--- src/core/lpc_regs.vh ---
// Constants for the link port configuration bank: offsets, fields, resets, timing.
// Assumes inclusion by bare name from the core design files.
`ifndef LPC_REGS_VH
`define LPC_REGS_VH

// Register offsets on the serial management port.
`define LPC_OFS_INPUT_CTRL      8'h03
`define LPC_OFS_TERM_SELECT     8'h04
`define LPC_OFS_OUTPUT_OPTIONS  8'h05
`define LPC_OFS_DATA_DRIVE      8'h06

// Reset values and the recommended input control value.
`define LPC_RST_INPUT_CTRL      8'h12
`define LPC_RST_TERM_SELECT     8'h00
`define LPC_RST_OUTPUT_OPTIONS  8'h00
`define LPC_RST_DATA_DRIVE      8'h00
`define LPC_RECOMMENDED_INPUT   8'h62

// Input control fields.
`define LPC_IC_TRI_UNSEL_CLK    0
`define LPC_IC_TRI_UNSEL_DATA   1
`define LPC_IC_TRI_SEL_CLK      2
`define LPC_IC_TRI_SEL_DATA     3
`define LPC_IC_DETECT_CM        4
`define LPC_IC_CLK_HYST_EN      5
`define LPC_IC_CLK_HYST_20MV    6
`define LPC_IC_RECAL            7

// Termination select fields.
`define LPC_TS_DATA_LSB         0
`define LPC_TS_CLK_LSB          4

// Output options fields.
`define LPC_OO_TRI_CLK          0
`define LPC_OO_TRI_DATA         1
`define LPC_OO_INVERT           2
`define LPC_OO_SWAP_LANES       3

// Data drive fields and the fixed clock current code.
`define LPC_DD_CURRENT_LSB      0
`define LPC_DD_PREEMPH_LSB      4
`define LPC_CLK_CURRENT_CODE    4'h0

// Management port address, arbitrary value.
`define LPC_MGMT_ADDR           7'h4c

// Lane symbol width.
`define LPC_LANE_W              10

// Timing: clock period and power-on calibration time.
`define LPC_CLK_PERIOD_NS       4
`define LPC_POR_CAL_TIME_NS     1000000
`define LPC_POR_CAL_CYCLES      (`LPC_POR_CAL_TIME_NS / `LPC_CLK_PERIOD_NS)

`endif

--- src/core/lpc_config_bank.v ---
// Link port configuration bank: four byte registers and the controls they drive.
// Assumes the serial management pins and analog status are synchronous to clk.
`default_nettype none
`include "lpc_regs.vh"

module lpc_config_bank #(
    parameter integer PorCalCycles = `LPC_POR_CAL_CYCLES
) (
    input  wire                    clk,
    input  wire                    rst,
    input  wire                    sclIn,
    input  wire                    sdaIn,
    output wire                    sdaOut,
    output wire                    sdaOeN,
    input  wire [1:0]              selChannel,
    input  wire [3:0]              rawClkActivity,
    output reg  [3:0]              chanActive,
    output reg  [3:0]              clkTermEn,
    output reg  [3:0]              dataTermEn,
    output reg  [3:0]              clkTerm100,
    output reg  [3:0]              dataTerm100,
    output reg                     detectEn,
    output reg                     detectCommonMode,
    output reg                     clkHystEn,
    output reg                     clkHyst20mV,
    output wire                    dataHystEn,
    output wire                    termCalActive,
    output wire                    porCalDone,
    output reg                     clkOutOeN,
    output reg                     dataOutOeN,
    output reg  [3:0]              dataCurrentCode,
    output reg  [3:0]              preEmphCode,
    output wire [3:0]              clkCurrentCode,
    input  wire [`LPC_LANE_W-1:0]  laneZeroIn,
    input  wire [`LPC_LANE_W-1:0]  laneOneIn,
    input  wire [`LPC_LANE_W-1:0]  laneTwoIn,
    output reg  [`LPC_LANE_W-1:0]  outputLaneZero,
    output reg  [`LPC_LANE_W-1:0]  outputLaneOne,
    output reg  [`LPC_LANE_W-1:0]  outputLaneTwo
);

    reg  [7:0] inputCtrl_q;
    reg  [7:0] termSelect_q;
    reg  [7:0] outputOptions_q;
    reg  [7:0] dataDrive_q;
    reg  [7:0] rdData;
    wire       wrEn;
    wire [7:0] wrAddr;
    wire [7:0] wrData;
    wire [7:0] rdAddr;
    wire [3:0] selOneHot;

    lpc_mgmt_slave uSlave (
        .clk    (clk),
        .rst    (rst),
        .sclIn  (sclIn),
        .sdaIn  (sdaIn),
        .sdaOut (sdaOut),
        .sdaOeN (sdaOeN),
        .wrEn   (wrEn),
        .wrAddr (wrAddr),
        .wrData (wrData),
        .rdAddr (rdAddr),
        .rdData (rdData)
    );

    lpc_term_cal #(
        .PorCalCycles (PorCalCycles)
    ) uCal (
        .clk        (clk),
        .rst        (rst),
        .recalReq   (inputCtrl_q[`LPC_IC_RECAL]),
        .calActive  (termCalActive),
        .porCalDone (porCalDone)
    );

    // Register writes; unmapped offsets are ignored.
    always @(posedge clk or posedge rst) begin
        if (rst) begin
            inputCtrl_q     <= `LPC_RST_INPUT_CTRL;
            termSelect_q    <= `LPC_RST_TERM_SELECT;
            outputOptions_q <= `LPC_RST_OUTPUT_OPTIONS;
            dataDrive_q     <= `LPC_RST_DATA_DRIVE;
        end else if (wrEn) begin
            case (wrAddr)
                `LPC_OFS_INPUT_CTRL:     inputCtrl_q     <= wrData;
                `LPC_OFS_TERM_SELECT:    termSelect_q    <= wrData;
                `LPC_OFS_OUTPUT_OPTIONS: outputOptions_q <= wrData;
                `LPC_OFS_DATA_DRIVE:     dataDrive_q     <= wrData;
                default: begin
                end
            endcase
        end
    end

    // Read mux; unmapped offsets read as zero.
    always @* begin
        case (rdAddr)
            `LPC_OFS_INPUT_CTRL:     rdData = inputCtrl_q;
            `LPC_OFS_TERM_SELECT:    rdData = termSelect_q;
            `LPC_OFS_OUTPUT_OPTIONS: rdData = outputOptions_q;
            `LPC_OFS_DATA_DRIVE:     rdData = dataDrive_q;
            default:                 rdData = 8'h00;
        endcase
    end

    // Per-channel input termination and activity status.
    genvar ch;
    generate
        for (ch = 0; ch < 4; ch = ch + 1) begin : gChan
            assign selOneHot[ch] = (selChannel == ch);
            always @(posedge clk or posedge rst) begin
                if (rst) begin
                    clkTermEn[ch]   <= 1'b1;
                    dataTermEn[ch]  <= 1'b1;
                    clkTerm100[ch]  <= 1'b0;
                    dataTerm100[ch] <= 1'b0;
                    chanActive[ch]  <= 1'b0;
                end else begin
                    if (selOneHot[ch]) begin
                        clkTermEn[ch]  <= ~inputCtrl_q[`LPC_IC_TRI_SEL_CLK];
                        dataTermEn[ch] <= ~inputCtrl_q[`LPC_IC_TRI_SEL_DATA];
                    end else begin
                        clkTermEn[ch]  <= ~inputCtrl_q[`LPC_IC_TRI_UNSEL_CLK];
                        dataTermEn[ch] <= ~inputCtrl_q[`LPC_IC_TRI_UNSEL_DATA];
                    end
                    dataTerm100[ch] <= termSelect_q[`LPC_TS_DATA_LSB + ch];
                    clkTerm100[ch]  <= termSelect_q[`LPC_TS_CLK_LSB + ch];
                    chanActive[ch]  <= rawClkActivity[ch] & ~inputCtrl_q[`LPC_IC_TRI_UNSEL_CLK];
                end
            end
        end
    endgenerate

    // Receiver detection, hysteresis, output enable and drive current controls.
    assign dataHystEn     = 1'b0;
    assign clkCurrentCode = `LPC_CLK_CURRENT_CODE;

    always @(posedge clk or posedge rst) begin
        if (rst) begin
            detectEn         <= 1'b1;
            detectCommonMode <= 1'b1;
            clkHystEn        <= 1'b0;
            clkHyst20mV      <= 1'b0;
            clkOutOeN        <= 1'b0;
            dataOutOeN       <= 1'b0;
            dataCurrentCode  <= 4'h0;
            preEmphCode      <= 4'h0;
        end else begin
            detectEn         <= ~inputCtrl_q[`LPC_IC_TRI_UNSEL_CLK];
            detectCommonMode <= inputCtrl_q[`LPC_IC_DETECT_CM];
            clkHystEn        <= inputCtrl_q[`LPC_IC_CLK_HYST_EN];
            clkHyst20mV      <= inputCtrl_q[`LPC_IC_CLK_HYST_20MV];
            clkOutOeN        <= outputOptions_q[`LPC_OO_TRI_CLK];
            dataOutOeN       <= outputOptions_q[`LPC_OO_TRI_DATA];
            dataCurrentCode  <= dataDrive_q[`LPC_DD_CURRENT_LSB +: 4];
            preEmphCode      <= dataDrive_q[`LPC_DD_PREEMPH_LSB +: 4];
        end
    end

    // Output lane routing with optional swap and polarity inversion.
    wire [`LPC_LANE_W-1:0] invMask = {`LPC_LANE_W{outputOptions_q[`LPC_OO_INVERT]}};
    wire                   swapLanes = outputOptions_q[`LPC_OO_SWAP_LANES];

    always @(posedge clk or posedge rst) begin
        if (rst) begin
            outputLaneZero <= {`LPC_LANE_W{1'b0}};
            outputLaneOne  <= {`LPC_LANE_W{1'b0}};
            outputLaneTwo  <= {`LPC_LANE_W{1'b0}};
        end else begin
            outputLaneZero <= (swapLanes ? laneTwoIn : laneZeroIn) ^ invMask;
            outputLaneOne  <= laneOneIn ^ invMask;
            outputLaneTwo  <= (swapLanes ? laneZeroIn : laneTwoIn) ^ invMask;
        end
    end

endmodule // lpc_config_bank
`default_nettype wire

--- src/core/lpc_mgmt_slave.v ---
// Serial management port slave: byte pointer, auto-increment writes and reads.
// Assumes clock and data pins sampled synchronously and an open-drain data line.
`default_nettype none
`include "lpc_regs.vh"

module lpc_mgmt_slave (
    input  wire       clk,
    input  wire       rst,
    input  wire       sclIn,
    input  wire       sdaIn,
    output wire       sdaOut,
    output wire       sdaOeN,
    output reg        wrEn,
    output reg  [7:0] wrAddr,
    output reg  [7:0] wrData,
    output wire [7:0] rdAddr,
    input  wire [7:0] rdData
);

    localparam [7:0] S_IDLE    = 8'h01;
    localparam [7:0] S_ADDR    = 8'h02;
    localparam [7:0] S_ADDRACK = 8'h04;
    localparam [7:0] S_RXBYTE  = 8'h08;
    localparam [7:0] S_RXACK   = 8'h10;
    localparam [7:0] S_TXBYTE  = 8'h20;
    localparam [7:0] S_TXACK   = 8'h40;

    reg [7:0] state_q;
    reg       sclPrev_q;
    reg       sdaPrev_q;
    reg [7:0] rxShift_q;
    reg [7:0] txShift_q;
    reg [3:0] bitCnt_q;
    reg [7:0] ptr_q;
    reg       ptrSeen_q;
    reg       readDir_q;
    reg       masterNack_q;
    reg       sdaDrive_q;

    wire sclRise = sclIn & ~sclPrev_q;
    wire sclFall = ~sclIn & sclPrev_q;
    wire startC  = sclIn & sclPrev_q & sdaPrev_q & ~sdaIn;
    wire stopC   = sclIn & sclPrev_q & ~sdaPrev_q & sdaIn;

    assign sdaOut = 1'b0;
    assign sdaOeN = ~sdaDrive_q;
    assign rdAddr = ptr_q;

    always @(posedge clk or posedge rst) begin
        if (rst) begin
            state_q      <= S_IDLE;
            sclPrev_q    <= 1'b1;
            sdaPrev_q    <= 1'b1;
            rxShift_q    <= 8'h00;
            txShift_q    <= 8'h00;
            bitCnt_q     <= 4'h0;
            ptr_q        <= 8'h00;
            ptrSeen_q    <= 1'b0;
            readDir_q    <= 1'b0;
            masterNack_q <= 1'b0;
            sdaDrive_q   <= 1'b0;
            wrEn         <= 1'b0;
            wrAddr       <= 8'h00;
            wrData       <= 8'h00;
        end else begin
            sclPrev_q <= sclIn;
            sdaPrev_q <= sdaIn;
            wrEn      <= 1'b0;
            if (startC) begin
                state_q    <= S_ADDR;
                bitCnt_q   <= 4'h0;
                sdaDrive_q <= 1'b0;
            end else if (stopC) begin
                state_q    <= S_IDLE;
                sdaDrive_q <= 1'b0;
            end else if (sclRise) begin
                if ((state_q == S_ADDR) || (state_q == S_RXBYTE)) begin
                    rxShift_q <= {rxShift_q[6:0], sdaIn};
                    bitCnt_q  <= bitCnt_q + 4'h1;
                end else if (state_q == S_TXACK) begin
                    masterNack_q <= sdaIn;
                end
            end else if (sclFall) begin
                case (state_q)
                    S_ADDR: begin
                        if (bitCnt_q == 4'h8) begin
                            if (rxShift_q[7:1] == `LPC_MGMT_ADDR) begin
                                sdaDrive_q <= 1'b1;
                                readDir_q  <= rxShift_q[0];
                                state_q    <= S_ADDRACK;
                            end else begin
                                state_q <= S_IDLE;
                            end
                        end
                    end
                    S_ADDRACK: begin
                        bitCnt_q <= 4'h0;
                        if (readDir_q) begin
                            txShift_q  <= rdData;
                            sdaDrive_q <= ~rdData[7];
                            state_q    <= S_TXBYTE;
                        end else begin
                            sdaDrive_q <= 1'b0;
                            ptrSeen_q  <= 1'b0;
                            state_q    <= S_RXBYTE;
                        end
                    end
                    S_RXBYTE: begin
                        if (bitCnt_q == 4'h8) begin
                            sdaDrive_q <= 1'b1;
                            state_q    <= S_RXACK;
                            if (!ptrSeen_q) begin
                                ptr_q     <= rxShift_q;
                                ptrSeen_q <= 1'b1;
                            end else begin
                                wrEn   <= 1'b1;
                                wrAddr <= ptr_q;
                                wrData <= rxShift_q;
                                ptr_q  <= ptr_q + 8'h01;
                            end
                        end
                    end
                    S_RXACK: begin
                        sdaDrive_q <= 1'b0;
                        bitCnt_q   <= 4'h0;
                        state_q    <= S_RXBYTE;
                    end
                    S_TXBYTE: begin
                        if (bitCnt_q == 4'h7) begin
                            sdaDrive_q <= 1'b0;
                            ptr_q      <= ptr_q + 8'h01;
                            state_q    <= S_TXACK;
                        end else begin
                            txShift_q  <= {txShift_q[6:0], 1'b0};
                            sdaDrive_q <= ~txShift_q[6];
                            bitCnt_q   <= bitCnt_q + 4'h1;
                        end
                    end
                    S_TXACK: begin
                        if (masterNack_q) begin
                            state_q <= S_IDLE;
                        end else begin
                            txShift_q  <= rdData;
                            sdaDrive_q <= ~rdData[7];
                            bitCnt_q   <= 4'h0;
                            state_q    <= S_TXBYTE;
                        end
                    end
                    default: begin
                        state_q <= S_IDLE;
                    end
                endcase
            end
        end
    end

endmodule // lpc_mgmt_slave
`default_nettype wire

--- src/core/lpc_term_cal.v ---
// Termination calibration sequencer: power-on run, then software recalibration.
// Assumes a single clock and an asynchronous active-high reset.
`default_nettype none
`include "lpc_regs.vh"

module lpc_term_cal #(
    parameter integer PorCalCycles = `LPC_POR_CAL_CYCLES
) (
    input  wire        clk,
    input  wire        rst,
    input  wire        recalReq,
    output reg         calActive,
    output reg         porCalDone
);

    reg [19:0] porCount_q;

    always @(posedge clk or posedge rst) begin
        if (rst) begin
            porCount_q <= PorCalCycles[19:0];
            porCalDone <= 1'b0;
            calActive  <= 1'b1;
        end else begin
            if (porCount_q != 20'h0_0000) begin
                porCount_q <= porCount_q - 20'h0_0001;
            end
            porCalDone <= (porCount_q == 20'h0_0000);
            calActive  <= (porCount_q != 20'h0_0000) | recalReq;
        end
    end

endmodule // lpc_term_cal
`default_nettype wire

--- config.mk ---
export PLATFORM = sky130hd
export DESIGN_NAME = lpc_config_bank
export DESIGN_NICKNAME = d
export VERILOG_FILES = /design/src/core/lpc_config_bank.v /design/src/core/lpc_mgmt_slave.v /design/src/core/lpc_term_cal.v
export VERILOG_INCLUDE_DIRS = /design/src /design/src/core
export SDC_FILE = /design/constraint.sdc
export NUM_CORES = 1
export LEC_CHECK = 0
export BUFFER_PORTS_ARGS = -buffer_cell sky130_fd_sc_hd__buf_2
export CAP_MARGIN = 15
export CORE_MARGIN = 1
export CORE_UTILIZATION = 57
export DETAILED_ROUTE_END_ITERATION = 12
export PLACE_DENSITY = 0.83
export SLEW_MARGIN = 20
export SYNTH_ARGS = -nofsm -noshare
export SYNTH_HDL_FRONTEND = slang
export SYNTH_SLANG_ARGS = --single-unit
--- constraint.sdc ---
create_clock -name clk -period 7.3 [get_ports clk]
set_input_delay 0.73 -clock clk [delete_from_list [all_inputs] [get_ports clk]]
set_output_delay 0.73 -clock clk [all_outputs]
set_load 0.005 [all_outputs]
; ---- After elaboration in Yosys (flattened, before gate mapping)
; Cells that the tools add are included.
; W data, S select, Z words.
[totals]
output_inout_bits = 73
wordCells = 205
register_bits = 176
[op_classes]
add_sub_neg = 3
bitwise_logic = 30
reduce_logical = 26
muxes = 58
n_eq_ne = 36
[ops]
columns = op, n
row1 = $mux W8, 10
row2 = $eq A8 B3 Y1 const B, 7
row3 = $pmux W8 S6, 1
row4 = $reduce_and A7 Y1, 5
row5 = $pmux W8 S4, 1
row6 = $xor A10 B10 Y10, 3
row7 = $mux W4, 7
row8 = $mux W1, 26
row9 = $eq A8 B2 Y1 const B, 3
row10 = $mux W7, 3
row11 = $pmux W7 S3, 1
row12 = $logic_not A20 Y1, 1
row13 = $mux W10, 2
row14 = $reduce_bool A20 Y1, 1
row15 = $sub A20 B1 Y20 const B, 1
row16 = $ne A4 B2 Y1 const B, 4
row17 = $pmux W8 S2, 1
row18 = $not A1 Y1, 15
row19 = $mux W6, 2
row20 = $pmux W4 S3, 1
row21 = $and A1 B1 Y1, 11
row22 = $reduce_and A5 Y1, 2
row23 = $reduce_bool A3 Y1, 3
row24 = $add A8 B1 Y8 const B, 1
row25 = 29 further kinds, 41

; ---- Depth between registers and ports, before layout
[depth]
word_depth = 9
ltp_mapped = 9

; ---- Modules after synthesis
; From an unflattened synthesis, not the netlist that was laid out.
[unflattened]
cells_unflattened = 665
hier_area_um2 = 8061.5
[by_module_without_submodules]
columns = mod, cells_per_inst, n_inst, area_each_um2
row1 = lpc_config_bank, 266, 1, 3890.0
row2 = lpc_mgmt_slave, 300, 1, 3076.7
row3 = lpc_term_cal, 99, 1, 1094.8

; ---- Least setup slack after synthesis
; OpenSTA, ideal clock, no wires.
[synth_timing]
kind = reg-to-reg
start = register uSlave.state_q[2]
end = register uSlave.wrAddr[0]
stages_incl_launch_ff = 9
arrival_time_ns = 2.116
setup_slack_ns = 5.056
n_path_buf = 2
required_time_ns = 7.172
cell_sequence = dfrtp_1 -> buf_6 -> or4_4 -> nor2_2 -> nand3b_1 -> nor2_1 -> nand2_2 -> buf_2 -> mux2_1
[synth_between]
elab_chain_len = 2
[synth_rtl]
columns = element, line_no
row1 = start: declaration, lpc_mgmt_slave.v:28  ; reg [7:0] state_q;
row2 = start signal: assignment, lpc_mgmt_slave.v:51  ; state_q <= S_IDLE;
row3 = start signal: assignment, lpc_mgmt_slave.v:70  ; state_q <= S_ADDR;
row4 = start signal: assignment, lpc_mgmt_slave.v:74  ; state_q <= S_IDLE;
row5 = $eq A8 B4 Y1, lpc_mgmt_slave.v:84  ; case (state_q)
row6 = $reduce_and A7 Y1 (no source line), --
row7 = end signal: assignment, lpc_mgmt_slave.v:117  ; wrAddr <= ptr_q;
row8 = end: declaration, lpc_mgmt_slave.v:14  ; output reg [7:0] wrAddr,
; Every way passes these cells.
; A chain may end at the register's enable or synchronous reset.

; ---- Final worst setup path
[layout_timing]
start = register uSlave.state_q[2]
end = register uSlave.ptr_q[4], in the netlist uSlave.rdAddr[4]
[layout_between]
elab_chain_len = 3
[layout_rtl]
columns = element, line_no
row1 = $eq A8 B6 Y1 / $eq A8 B4 Y1 (equally long branches), lpc_mgmt_slave.v:84
row2 = "$ne A2 B1 Y1 (no source line), or another cell as far along", --
row3 = $reduce_and A7 Y1 (no source line), --
row4 = end signal: assignment, lpc_mgmt_slave.v:113  ; ptr_q <= rxShift_q;
row5 = end signal: assignment, lpc_mgmt_slave.v:119  ; ptr_q <= ptr_q + 8'h01;
row6 = end signal: assignment, lpc_mgmt_slave.v:131  ; ptr_q <= ptr_q + 8'h01;
row7 = end: declaration, lpc_mgmt_slave.v:34  ; reg [7:0] ptr_q;
; Parallel ways exist; a longest one is shown, timed or not.

==> metrics.txt <==
status completed; die area 13900 µm²; final cycle utilization of the critical path 35.8%; clock latency on the worst-skew pair 0.43 ns; first-pass GRT wire length 26600 µm; Int Power 1.56 mW; Die W 118 µm; DRT Pass-1 Iters 7; met2 usage approximately 42%; Finish-stage setup viols 0; Pins Over Slew Limit 0; max-cap violations 0; Comb power frac 5.0%; Num Clock Sinks 175; number of flops mapped to enable cells by yosys 0; fraction of layout cells with a size suffix above 1 between 30 and 40%; CTS max path bufs 2; P per Cell Area 228 nW/µm²; htree depth 4; synthesized area 7650 µm²; sequential share of power 50.1%; Net Sw Frac a little under a quarter; DR WL/cell 17.6 µm; post-synth cell types 60; Post-CTS Setup Bufs 0; Yosys reg bits 175; post-synthesis instance total 632; asr flop ratio synth 100%; Layout area overhead 15.9%; Num CTS Buffers 17; vias 5310; I/O pin total 113; VDD IR max 0.000130 V; Port-buffer cells 106; setup TNS 0 ns; routability cong. 0.882; final wirelength 16100 µm; CTS resizes 0; vias in the first global route 5329; Hold WS 0.387 ns; clock power share between 40 and 50%; Site Rows 41; CP arrival 2.95 ns; Overflow after GRT 0; ys flop type dfrtp_1; fmax 383 MHz; Core ar. 12900 µm²; Leak Pwr ~4.3 nW; worst-margin pin slew slightly above 0.9 ns; RSZ-0062 raised after global routing false; most common cell after layout, fill and taps aside dfrtp_1; diodes inserted 0; crit end category flip-flop; Routed Antenna Nets 0; Fin Clk Skew 0.00834 ns; most frequent cells in the layout 151 x dfrtp_1, 106 x buf_2, 53 x mux2_2, 42 x nand2_1, 35 x nor2_1; sequential share of the synthesized area 57.6%; CTS tree built; Starting Density 59.4%; largest net degree at the start of global routing 108; Most Crowded Layer GR met2; Period minus WS final 2.61 ns; hold buffers post-CTS 0; vias per cell 5.79; initial antenna violation count 0; fin nets 779; HPWL after DPL 11100 µm; Setup CP Type reg -> reg; nature of the critical path startpoint flip-flop; Clock Pin Slew Worst Setup and Hold Paths 0.06 ns; initial detailed-routing violation count 420; met3 usage under 10%; Global Route Usage Sum 24.6%; die height between 100 and 150 µm; final hold vios 0; Root Driver clkbuf_16; Rel. slew slack around 40%; switching pwr between 400 and 500 µW; data required time of the critical path about 7.6 ns; DRC Markers 0; met1 usage 30.1%; worst min-delay path class reg -> reg; Max FO, Critical Path 12; Avg Cell Area, Syn 12.1 µm²; yosys warns 0
final timing paths:
check                                                     to  cells past startpoint  slack [ns]                     startpoint
worst max-delay path            uSlave.rdAddr[4]$_DFFE_PP0P_                      6        4.69  uSlave.state_q[2]$_DFFE_PP0P_
min in group asynchronous         outputLaneOne[7]$_DFF_PP0_                      2        0.48                            rst
worst min register to register    detectCommonMode$_DFF_PP1_                      0        0.39     inputCtrl_q[4]$_DFFE_PP1P_
worst max register to register  uSlave.rdAddr[4]$_DFFE_PP0P_                      6        4.69  uSlave.state_q[2]$_DFFE_PP0P_
max in group asynchronous       dataCurrentCode[0]$_DFF_PP0_                      3        5.39                            rst
worst min-delay path              detectCommonMode$_DFF_PP1_                      0        0.39     inputCtrl_q[4]$_DFFE_PP1P_
area by class of cell:
class,count,area [µm²]
Fill cell,921,4010
Clock inverter,11,129
Sequential cell,175,4410
Tap cell,172,215
Multi-Input combinational cell,408,3020
Timing Repair Buffer,108,546
Inverter,22,87.6
Clock buffer,21,460
power groups by stage:
stage	clock (mW)	sequential (mW)	combinational, mW
after detailed placement	0	1.03	0.101
after global routing	0.966	1.02	0.113
final	0.911	1.01	0.101
after floorplan	0	1.02	0.0683
after CTS	0.921	1.01	0.103
after global placement	0	1.03	0.0969
worst max-delay path, stage by stage, from the launching register on:
cell and delay [ns]:
dfrtp_1 0.48, nor4b_1 0.50, and2_1 0.48, nand2b_1 0.18
a21oi_1 0.45, o21a_1 0.21, a2bb2oi_1 0.21
cell usage after synthesis, types with 6 or more instances:
cell / count / area share, %
a21oi_1: 18 / 1.2
a222oi_1: 8 / 1.0
a22oi_1: 6 / 0.59
buf_4: 6 / 0.59
clkbuf_1: 19 / 0.93
dfrtp_1: 152 / 50
dfstp_2: 23 / 7.9
ha_1: 7 / 1.1
inv_1: 22 / 1.1
mux2_1: 9 / 1.3
mux2_2: 53 / 7.8
mux2i_1: 32 / 4.2
nand2_1: 42 / 2.1
nand2b_1: 10 / 0.82
nand3_1: 13 / 0.85
nand4b_1: 6 / 0.69
nor2_1: 35 / 1.7
nor2b_1: 11 / 0.90
nor3_1: 17 / 1.1
nor4_1: 6 / 0.49
nor4b_1: 6 / 0.69
o21ai_0: 20 / 1.3
o31ai_1: 8 / 0.78
xnor2_1: 29 / 3.3
xor2_1: 17 / 1.9
per-stage QoR:
step | cells | util (%) | power (mW) | worst slack (ns) | cell area, µm²
finish | 917 | 68.9 | 2.03 | 4.69 | 8870
global placement | 885 | 64.3 | 1.13 | 4.81 | 8280
floorplan | 637 | - | 1.09 | 1.86 | 7670
detailed placement | 885 | 64.3 | 1.13 | 4.79 | 8280
global route | 917 | 68.9 | 2.10 | 4.49 | 8870
CTS | 917 | 68.9 | 2.04 | 4.76 | 8870
cells by family after synthesis:
kind of cell    count (synthesis)  share of synthesized area [%]
simple gates                  170                           12.0
compound gates                 85                           7.49
mux                            94                           13.3
flops                         175                           57.6
buf+inv                        54                           3.11
fa+ha+maj                       7                           1.14
xor+xnor                       46                           5.27
other cells                     1                         0.0490
state kept, by name (all words and copies together) (netlist names), 7 cells and up:
name	count
dataDrive_q	8
inputCtrl_q	8
outputLaneOne	10
outputLaneTwo	10
outputLaneZero	10
outputOptions_q	8
termSelect_q	8
uCal.porCount_q	20
uSlave.rdAddr	8
uSlave.rxShift_q	8
uSlave.state_q	7
uSlave.txShift_q	7
uSlave.wrAddr	8
uSlave.wrData	8
per-layer routing:
layer,wire length (µm),up-vias
li1,-,2414
met1,6660,2681
met2,8290,181
met3,747,34
met4,426,0
met5,0,-
(Power assumes the default switching activity.)
